`config.mk`:
```
export PLATFORM = sky130hd
export DESIGN_NAME = utd_top
export DESIGN_NICKNAME = d
export VERILOG_FILES = /design/src/core/utd_pkg.sv /design/src/core/utd_term_if.sv /design/src/core/utd_term_decode.sv /design/src/core/utd_top.sv
export SDC_FILE = /design/constraint.sdc
export NUM_CORES = 1
export LEC_CHECK = 0
export BUFFER_PORTS_ARGS = -buffer_cell sky130_fd_sc_hd__buf_2
export CAP_MARGIN = 20
export CORE_ASPECT_RATIO = 1.1
export CORE_UTILIZATION = 51
export CTS_CLUSTER_SIZE = 40
export DETAILED_ROUTE_END_ITERATION = 10
export GPL_TIMING_DRIVEN = 0
export HOLD_SLACK_MARGIN = 0.03
export PLACE_DENSITY = 0.81
export SLEW_MARGIN = 40
export SYNTH_ARGS = -nofsm -noshare
export SYNTH_HDL_FRONTEND = slang
export SYNTH_HIERARCHICAL = 1
export SYNTH_SLANG_ARGS = --single-unit
export TNS_END_PERCENT = 100
```
`constraint.sdc`:
```
create_clock -name CLK_SYS -period 3.5 [get_ports CLK_SYS]
set_input_delay 0.7 -clock CLK_SYS [delete_from_list [all_inputs] [get_ports CLK_SYS]]
set_output_delay 0.7 -clock CLK_SYS [all_outputs]
set_load 0.01 [all_outputs]
```
`src/core/utd_pkg.sv`:
```
// Purpose: Constants and types for the USB termination state decoder.
// Assumes: One clock domain, synchronous active-high reset.
// Notes: Register offsets are byte addresses on the plain register port.
//
// Summary of operation
// - D+ pull-up enable output switches in the 1.5 kOhm pull-up.
// - D+ pull-down enable output switches in the 15 kOhm pull-down.
// - D- pull-down enable output switches in the 15 kOhm pull-down.
// - High-speed termination enable switches in both 45 Ohm terminations.
// - Operating mode 01b forces all four resistor enables off.
// - Otherwise termination on only when speed select 00b and term 0.
// - Otherwise pull-up on only when term select 1 and D+ pull-down bit 0.
// - Otherwise each pull-down enable follows its own pull-down bit.
// - In UART mode the interface clock runs when keep-alive is 1.
// - In UART mode the clock stops when keep-alive is 0, its default.
// - Stop or a chip select toggle ends UART mode, back to sync mode.
package utd_pkg;

    // ********************************
    // Register port
    // ********************************
    localparam int unsigned ADDR_W = 8;
    localparam int unsigned DATA_W = 8;
    localparam logic [7:0] CTRL_ADDR = 8'h00;
    localparam logic [7:0] UART_ADDR = 8'h01;
    localparam logic [7:0] STAT_ADDR = 8'h02;

    // ********************************
    // Field positions
    // ********************************
    localparam int unsigned CTRL_XCVR_LSB = 0;
    localparam int unsigned CTRL_TERM_BIT = 2;
    localparam int unsigned CTRL_OPERATING_MODE_FIELD_LSB = 3;
    localparam int unsigned CTRL_DPPD_BIT = 5;
    localparam int unsigned CTRL_DMPD_BIT = 6;
    localparam int unsigned UART_KEEP_BIT = 0;
    localparam int unsigned UART_ENTER_BIT = 1;
    localparam int unsigned UART_ACTIVE_BIT = 2;
    localparam int unsigned STAT_PU_BIT = 0;
    localparam int unsigned STAT_DPPD_BIT = 1;
    localparam int unsigned STAT_DMPD_BIT = 2;
    localparam int unsigned STAT_HS_BIT = 3;
    localparam int unsigned STAT_CLK_BIT = 4;

    // ********************************
    // Encodings and reset values
    // ********************************
    localparam logic [1:0] XCVR_HS = 2'h0;
    localparam logic [1:0] XCVR_FS = 2'h1;
    localparam logic [1:0] OPERATING_MODE_FIELD_NORMAL = 2'h0;
    localparam logic [1:0] OPERATING_MODE_FIELD_NONDRIVE = 2'h1;
    localparam logic [1:0] XCVR_RST = XCVR_FS;
    localparam logic TERM_RST = 1'h0;
    localparam logic [1:0] OPERATING_MODE_FIELD_RST = OPERATING_MODE_FIELD_NORMAL;
    localparam logic PD_RST = 1'h1;
    localparam logic KEEP_RST = 1'h0;
    localparam logic CS_RST = 1'h1;

    typedef enum logic {BUS_SYNC, BUS_UART} utd_bus_state_t;

endpackage

```
`src/core/utd_term_if.sv`:
```
// Purpose: Carries control bits to the decoder and enables back.
// Assumes: Purely combinational path inside one clock domain.
// Notes: Owner drives controls, decoder drives enables.
`timescale 1ns/10ps
interface utd_term_if;
    logic [1:0] xcvr;
    logic term;
    logic [1:0] operating_mode_field;
    logic dp_pd;
    logic dm_pd;
    logic pu_en;
    logic dppd_en;
    logic dmpd_en;
    logic hs_en;

    modport ctl (
        output xcvr, term, operating_mode_field, dp_pd, dm_pd,
        input pu_en, dppd_en, dmpd_en, hs_en
    );
    modport dec (
        input xcvr, term, operating_mode_field, dp_pd, dm_pd,
        output pu_en, dppd_en, dmpd_en, hs_en
    );
endinterface

```
`src/core/utd_term_decode.sv`:
```
// Purpose: Maps transceiver control bits to the four resistor enables.
// Assumes: Inputs are stable register outputs.
// Notes: Combinational; the owner registers the results.
`timescale 1ns/10ps
module utd_term_decode
    import utd_pkg::*;
(
    // Controls in, enables out
    utd_term_if.dec tif
);

    // ********************************
    // Decode
    // ********************************
    // Non-driving mode dominates every other setting
    wire nondrive = (tif.operating_mode_field == OPERATING_MODE_FIELD_NONDRIVE);
    wire hs_sel = (tif.xcvr == XCVR_HS) && !tif.term;
    // Pull-up only when the line is not also pulled down (host side)
    wire pu_sel = tif.term && !tif.dp_pd;

    assign tif.hs_en = !nondrive && hs_sel;
    assign tif.pu_en = !nondrive && pu_sel;
    assign tif.dppd_en = !nondrive && tif.dp_pd;
    assign tif.dmpd_en = !nondrive && tif.dm_pd;

endmodule

```
`src/core/utd_top.sv`:
```
// Purpose: Transceiver termination control with UART clock handling.
// Assumes: Link writes control bits over the register port on CLK_SYS.
// Notes: Resistor enables lag a control write by two clocks.
`timescale 1ns/10ps
module utd_top
    import utd_pkg::*;
(
    // Clock and reset
    input wire logic CLK_SYS,
    input wire logic RESET,
    // Register port
    input wire logic [ADDR_W-1:0] REG_ADDR,
    input wire logic [DATA_W-1:0] REG_WDATA,
    input wire logic REG_WR,
    input wire logic REG_RD,
    output logic [DATA_W-1:0] REG_RDATA,
    // Link control pins
    input wire logic ULPI_STP,
    input wire logic CHIP_SELECT_N,
    // Resistor enables
    output logic DPLUS_PULLUP_ENABLE,
    output logic DPLUS_PULLDOWN_ENABLE,
    output logic DMINUS_PULLDOWN_ENABLE,
    output logic HIGHSPEED_TERMINATION_ENABLE,
    // Interface clock and bus mode
    output logic INTERFACE_CLOCK_RUN,
    output logic UART_MODE_ACTIVE
);

    // ********************************
    // Control register state
    // ********************************
    logic [1:0] transceiver_speed_select_q;
    logic termination_select_q;
    logic [1:0] operating_mode_field_q;
    logic dplus_pulldown_bit_q;
    logic dminus_pulldown_bit_q;
    logic clock_keepalive_bit_q;
    logic [1:0] transceiver_speed_select_d;
    logic termination_select_d;
    logic [1:0] operating_mode_field_d;
    logic dplus_pulldown_bit_d;
    logic dminus_pulldown_bit_d;
    logic clock_keepalive_bit_d;

    utd_bus_state_t state_q;
    utd_bus_state_t state_d;
    logic cs_q;
    logic clk_run_q;
    logic clk_run_d;
    logic [DATA_W-1:0] rdata_q;

    logic pu_q;
    logic dppd_q;
    logic dmpd_q;
    logic hs_q;

    // ********************************
    // Register decode
    // ********************************
    wire ctrl_wr = REG_WR && (REG_ADDR == CTRL_ADDR);
    wire uart_wr = REG_WR && (REG_ADDR == UART_ADDR);
    wire enter_req = uart_wr && REG_WDATA[UART_ENTER_BIT];
    wire cs_toggle = (CHIP_SELECT_N != cs_q);
    // Exit request from the link, either by stop or by chip select
    wire exit_req = ULPI_STP || cs_toggle;

    // The link alone chooses the signalling state
    assign transceiver_speed_select_d = ctrl_wr ?
        REG_WDATA[CTRL_XCVR_LSB +: 2] : transceiver_speed_select_q;
    assign termination_select_d = ctrl_wr ?
        REG_WDATA[CTRL_TERM_BIT] : termination_select_q;
    assign operating_mode_field_d = ctrl_wr ?
        REG_WDATA[CTRL_OPERATING_MODE_FIELD_LSB +: 2] : operating_mode_field_q;
    assign dplus_pulldown_bit_d = ctrl_wr ?
        REG_WDATA[CTRL_DPPD_BIT] : dplus_pulldown_bit_q;
    assign dminus_pulldown_bit_d = ctrl_wr ?
        REG_WDATA[CTRL_DMPD_BIT] : dminus_pulldown_bit_q;
    assign clock_keepalive_bit_d = uart_wr ?
        REG_WDATA[UART_KEEP_BIT] : clock_keepalive_bit_q;

    // ********************************
    // Read mux
    // ********************************
    wire [DATA_W-1:0] ctrl_rd = {
        1'b0,
        dminus_pulldown_bit_q,
        dplus_pulldown_bit_q,
        operating_mode_field_q,
        termination_select_q,
        transceiver_speed_select_q
    };
    wire [DATA_W-1:0] uart_rd = {
        5'h00,
        (state_q == BUS_UART),
        1'b0,
        clock_keepalive_bit_q
    };
    wire [DATA_W-1:0] stat_rd = {
        3'h0,
        clk_run_q,
        hs_q,
        dmpd_q,
        dppd_q,
        pu_q
    };
    // Unmapped addresses read as zero
    wire [DATA_W-1:0] rd_mux =
        (REG_ADDR == CTRL_ADDR) ? ctrl_rd :
        (REG_ADDR == UART_ADDR) ? uart_rd :
        (REG_ADDR == STAT_ADDR) ? stat_rd : 8'h00;
    wire [DATA_W-1:0] rdata_d = REG_RD ? rd_mux : 8'h00;

    // ********************************
    // Bus mode machine
    // ********************************
    // An exit in the same cycle as an entry wins, so a stuck stop
    // line can never leave the bus parked in UART mode.
    always_comb begin
        state_d = state_q;
        case (state_q)
            BUS_SYNC: begin
                if (enter_req && !exit_req) begin
                    state_d = BUS_UART;
                end
            end
            BUS_UART: begin
                if (exit_req) begin
                    state_d = BUS_SYNC;
                end
            end
            default: begin
                state_d = BUS_SYNC;
            end
        endcase
    end

    // Clock runs in sync mode, and in UART mode only if kept alive
    assign clk_run_d = (state_d == BUS_SYNC) ||
        clock_keepalive_bit_d;

    // ********************************
    // Decoder
    // ********************************
    utd_term_if tif ();

    assign tif.xcvr = transceiver_speed_select_q;
    assign tif.term = termination_select_q;
    assign tif.operating_mode_field = operating_mode_field_q;
    assign tif.dp_pd = dplus_pulldown_bit_q;
    assign tif.dm_pd = dminus_pulldown_bit_q;

    utd_term_decode u_decode (
        .tif(tif)
    );

    // ********************************
    // Registers
    // ********************************
    always_ff @(posedge CLK_SYS) begin
        if (RESET) begin
            transceiver_speed_select_q <= XCVR_RST;
            termination_select_q <= TERM_RST;
            operating_mode_field_q <= OPERATING_MODE_FIELD_RST;
            dplus_pulldown_bit_q <= PD_RST;
            dminus_pulldown_bit_q <= PD_RST;
            clock_keepalive_bit_q <= KEEP_RST;
        end else begin
            transceiver_speed_select_q <= transceiver_speed_select_d;
            termination_select_q <= termination_select_d;
            operating_mode_field_q <= operating_mode_field_d;
            dplus_pulldown_bit_q <= dplus_pulldown_bit_d;
            dminus_pulldown_bit_q <= dminus_pulldown_bit_d;
            clock_keepalive_bit_q <= clock_keepalive_bit_d;
        end
    end

    always_ff @(posedge CLK_SYS) begin
        if (RESET) begin
            state_q <= BUS_SYNC;
            cs_q <= CS_RST;
            clk_run_q <= 1'b1;
            rdata_q <= 8'h00;
        end else begin
            state_q <= state_d;
            cs_q <= CHIP_SELECT_N;
            clk_run_q <= clk_run_d;
            rdata_q <= rdata_d;
        end
    end

    // Reset values match the power-up resistor state
    always_ff @(posedge CLK_SYS) begin
        if (RESET) begin
            pu_q <= 1'b0;
            dppd_q <= PD_RST;
            dmpd_q <= PD_RST;
            hs_q <= 1'b0;
        end else begin
            pu_q <= tif.pu_en;
            dppd_q <= tif.dppd_en;
            dmpd_q <= tif.dmpd_en;
            hs_q <= tif.hs_en;
        end
    end

    // ********************************
    // Outputs
    // ********************************
    assign REG_RDATA = rdata_q;
    assign DPLUS_PULLUP_ENABLE = pu_q;
    assign DPLUS_PULLDOWN_ENABLE = dppd_q;
    assign DMINUS_PULLDOWN_ENABLE = dmpd_q;
    assign HIGHSPEED_TERMINATION_ENABLE = hs_q;
    assign INTERFACE_CLOCK_RUN = clk_run_q;
    assign UART_MODE_ACTIVE = (state_q == BUS_UART);
endmodule

```
# [Word-level counts from Yosys, hierarchy flattened]
# Cells that the tools add are included.
[word_totals] register_bits=23 output_inout_bits=14
[op_classes] n_eq_ne=4 muxes=7 bitwise_logic=3 n_reduce_logical=20
[ops] cell="logical AND 1 bit" n=10
[ops] cell="two-way mux 5 bit" n=2
[ops] cell="equality test 8 x 1 -> 1 bit, second input constant" n=1
[ops] cell="equality test 8 x 2 -> 1 bit, second input constant" n=1
[ops] cell="zero test 8 bit" n=1
[ops] cell="two-way mux 7 bit" n=1
[ops] cell="zero test 1 bit" n=4
[ops] cell="OR reduction 4 bit" n=1
[ops] cell="two-way mux 1 bit" n=3
[ops] cell="NOT 1 bit" n=3
[ops] cell="equality test 2 x 1 -> 1 bit, second input constant" n=1
[ops] cell="zero test 2 bit" n=1
[ops] cell="logical OR 1 bit" n=2
[ops] cell="one-hot mux 1 bit (2 select lines)" n=1
[ops] cell="OR reduction 2 bit" n=1
[ops] cell="!= test 1 bit" n=1

# [Logic depth before layout (Yosys ltp)]
[logic_depth] word_depth=8 ltp_mapped=5

# [Cells and area by module]
# Netlist, hierarchy kept.
[by_module_without_submodules] mod="utd_top" instances=1 cells_per_inst=91 area_each_um2=942.2
[by_module_without_submodules] mod="utd_term_decode" instances=1 cells_per_inst=6 area_each_um2=57.6

# [Least setup slack after synthesis]
# Ideal clock, no wire load.
[synth_timing] kind="input-to-reg" startpoint="input port REG_ADDR[1]" endpoint="register clk_run_q (netlist: INTERFACE_CLOCK_RUN)" setup_time_ns=0.072 t_arrival_ns=1.533 slack_ns=1.895 stages=4 n_path_buf=1 path_cell_list="buf_4 nor4b_1 and3_2 mux2i_1"
[synth_via] elab_chain_cells=8
[synth_rtl] item="from (decl)" line_no="utd_top.sv:12" text="input wire logic [ADDR_W-1:0] REG_ADDR,"
[synth_rtl] item="equality test 8 x 1 -> 1 bit (*)" line_no="utd_top.sv:62" text="wire uart_wr = REG_WR && (REG_ADDR == UART_ADDR);"
[synth_rtl] item="logical AND 1 bit (*)" line_no="utd_top.sv:62"
[synth_rtl] item="logical AND 1 bit" line_no="utd_top.sv:63" text="wire enter_req = uart_wr && REG_WDATA[UART_ENTER_BIT];"
[synth_rtl] item="logical AND 1 bit" line_no="utd_top.sv:123" text="if (enter_req && !exit_req) begin"
[synth_rtl] item="two-way mux 1 bit" line_no="utd_top.sv:123"
[synth_rtl] item="one-hot mux 1 bit (2 select lines)" line_no="utd_top.sv:121" text="case (state_q)"
[synth_rtl] item="NOT 1 bit" line_no="utd_top.sv:139" text="assign clk_run_d = (state_d == BUS_SYNC) ||"
[synth_rtl] item="logical OR 1 bit (*)" line_no="utd_top.sv:139"
[synth_rtl] item="to (signal assigned)" line_no="utd_top.sv:187" text="clk_run_q <= clk_run_d;"
[synth_rtl] item="to (decl)" line_no="utd_top.sv:49" text="logic clk_run_q;"
# Every way passes the cells marked *; elsewhere a longest branch is shown, timed or not.
# A chain may end at the register's enable or synchronous reset.

# [Worst setup path in the final report]
[layout_timing] startpoint="register state_q (netlist: UART_MODE_ACTIVE)" endpoint="output port UART_MODE_ACTIVE"
[layout_rtl] item="from (decl)" line_no="utd_top.sv:46" text="utd_bus_state_t state_q;"
[layout_rtl] item="from (signal assigned)" line_no="utd_top.sv:185" text="state_q <= state_d;"
[layout_rtl] item="to (decl)" line_no="utd_top.sv:27" text="output logic UART_MODE_ACTIVE"
# No word-level cell between the ends.

==> reports/metrics.yaml <==
floorplanning:
  core_area_um2: 1800
  initial_utilization_pct: 55.5
  die-area_um2: 2140
  die_x_um: 44.2
  ios: 36
  rows: 16
  die_y_um: 48.4
cells_and_area:
  area_growth_syn_to_layout_pct: 23.5
  layout_commonest_cell: "buf_2"
  fin_util_pct: 68.5
  antennaDiodeCount: 0
  mostFrequentLayoutCells: "buf_2, dfxtp_1, nand2b_1"
  n_fill_cell: 148
  drive_gt1_share_pct: 36.8
  fin_nets: 156
  layout.cells.non_filler: 151
power:
  intPower_uw: 385
  p_comb_share_pct: 7.9
  pwr-share-seq_pct: 51.8
  p_sw_share_pct: 20.6
  pwr-share-clk_pct: 40.3
  vdd_ir_drop_max_uv: 290
  powerDensity_nw_per_um2: 393
  p_sw_uw: 100
  total_power_uw: 486
  p_leak_nw: 0.509
yosys:
  ys_seq_elements: 22
  avgSynthCellArea_um2: 10.3
  ys_warn_count: 6
  syn_inst: 97
  syn_area_um2: 1000
  yosysSeqAreaShare_pct: 44.1
  synth_fp_nets: 119
  synth_cell_type_count: 28
placement:
  gp_congestion: 0.797
  placement.io_buffers: 32
  dp_hpwl_mm: 1.59
  placed_cells: 147
drt:
  post_drt_wl_per_cell_um: 13.9
  drtAntennaViolNets: 0
  drtPass1Iterations: 7
  viasPerCell: 5.49
  routed_wl_mm: 2.10
  drtIter0Drc: 15
  drc: 4
  vias: 829
clock_tree:
  cts_buffers: 3
  insertion_delay_ns: 0.31
  post_cts_buffers: 0
  cts_max_level: 1
  clk_pin_slew_ns: 0.13
  clock_sinks: 22
  root_buffer: "clkbuf_4"
  ctsResizeCount: 0
  cts_hold_buffers: 0
  cts_max_path_buffers: 2
  tritoncts: "built"
setup_path:
  path_buf_inv: 1
  crit_path_end_kind: "output pin"
  path_delay_family: "flip-flops"
  crit_type: "reg2out"
  cp_slowest_cell: "dfxtp_1"
  critPathRequiredTime_ns: 2.80
  worst_setup_path_start_kind: "register"
  cp_max_fo: 5
  max_stage_delay_ns: 0.43
  worstPathArrival_ns: 0.89
  path_cells: "buf_2"
timing:
  finalCriticalPeriod_ns: 1.59
  final_hold_viol_count: 0
  fmax_mhz: 628
  holdWs_ns: 0.505
  fin_crit_sh_pct: 45.5
  drv_slew: 0
  finalSetupTns_ns: 0
  setup_viol: 0
  rsz0062_at_grt: "false"
  finClkSkew_ns: 0.00706
run:
  timing.max_cap.violations: 0
global_routing:
  grt_pass1_vias: 766
  grt_pass1_wl_mm: 3.48
  grt_use_total_pct: 21.7
  grt_antenna_before_repair: 0
  grt-ovfl-total: 0
  grt_max_degree: 14
hold_path:
  hold_class: "reg2reg"
run_status:
  run_status: "complete, but fails checks"
  violations: "design-rule violations"
layout make-up:
| cell class | count | area, um2 | area share (%) |
|---|---|---|---|
| clock inverter | 1 | 30.0 | 2.43 |
| buffer | 5 | 33.8 | 2.74 |
| tap | 18 | 22.5 | 1.82 |
| clock buffer | 3 | 22.5 | 1.82 |
| sequential | 22 | 440 | 35.7 |
| timing repair buffer | 32 | 160 | 13.0 |
| multi-input combinational | 70 | 526 | 42.6 |
sequential cells by signal, summed over array words and instances, names as in the netlist:
| register | count |
|---|---|
| REG_RDATA | 7 |
| operating_mode_field_q | 2 |
| tif.xcvr | 2 |
| DMINUS_PULLDOWN_ENABLE | 1 |
| DPLUS_PULLDOWN_ENABLE | 1 |
| DPLUS_PULLUP_ENABLE | 1 |
| HIGHSPEED_TERMINATION_ENABLE | 1 |
| INTERFACE_CLOCK_RUN | 1 |
| UART_MODE_ACTIVE | 1 |
| clock_keepalive_bit_q | 1 |
| cs_q | 1 |
| dminus_pulldown_bit_q | 1 |
| dplus_pulldown_bit_q | 1 |
| termination_select_q | 1 |
synthesized netlist by cell type (all sizes together):
cell type	n	area, um2
and3	4	26.3
nor3	1	5.00
nor2b	5	38.8
clkbuf	2	7.51
xor2	1	8.76
nand2b	14	87.6
nor3b	1	12.5
and3b	1	10.0
nor4	6	73.8
a41oi	1	8.76
nor2	10	37.5
o2111a	2	22.5
or2	3	18.8
o21bai	1	7.51
nand2	1	3.75
and2	2	12.5
buf	3	26.3
a21oi	2	10.0
mux2i	12	120
conb	1	3.75
nor4b	1	8.76
dfxtp	22	440
nand4b	1	8.76
metrics by stage:
step	worst slack [ns]	area, um2
4_1_cts	1.91	1230
3_3_place_gp	1.68	1180
3_5_place_dp	1.63	1180
2_1_floorplan	1.90	1000
6_report	1.91	1230
5_1_grt	1.83	1230
logic make-up (layout without fill, tap and decap cells):
group	count (synthesis)	after routing	synth area share [%]
AO/OA/AOI/OAI	6	6	4.88
AND/OR/NAND/NOR	50	50	34.4
XOR/XNOR	1	1	0.876
other	1	1	0.375
multiplexers	12	12	12.0
flip-flops	22	22	44.1
buffers and inverters	5	41	3.38
power by group through the flow:
| stage | sequential [mW] | combinational (mW) | clock [mW] |
|---|---|---|---|
| 6_report | 0.252 | 0.0385 | 0.195 |
| 4_1_cts | 0.252 | 0.0384 | 0.195 |
| 3_5_place_dp | 0.257 | 0.0380 | 0 |
| 5_1_grt | 0.252 | 0.0421 | 0.210 |
| 3_3_place_gp | 0.257 | 0.0367 | 0 |
| 2_1_floorplan | 0.257 | 0.0184 | 0 |
routing by layer:
layer / GRT usage [%] / up-vias / routed length, um
met5: 0 / - / 0
met4: 7.07 / 0 / 26
met3: 3.73 / 4 / 70
met2: 35.8 / 23 / 1090
met1: 28.2 / 392 / 915
li1: - / 410 / -
final timing paths:
check | startpoint | endpoint | slack, ns | cells after the start
worst max-delay path | UART_MODE_ACTIVE | UART_MODE_ACTIVE | 1.91 | 1
worst min-delay path | HIGHSPEED_TERMINATION_ENABLE | REG_RDATA[3] | 0.50 | 2
worst max register to register | operating_mode_field_q[1] | DMINUS_PULLDOWN_ENABLE | 2.43 | 3
worst min register to register | HIGHSPEED_TERMINATION_ENABLE | REG_RDATA[3] | 0.50 | 2
(Power assumes the default switching activity.)
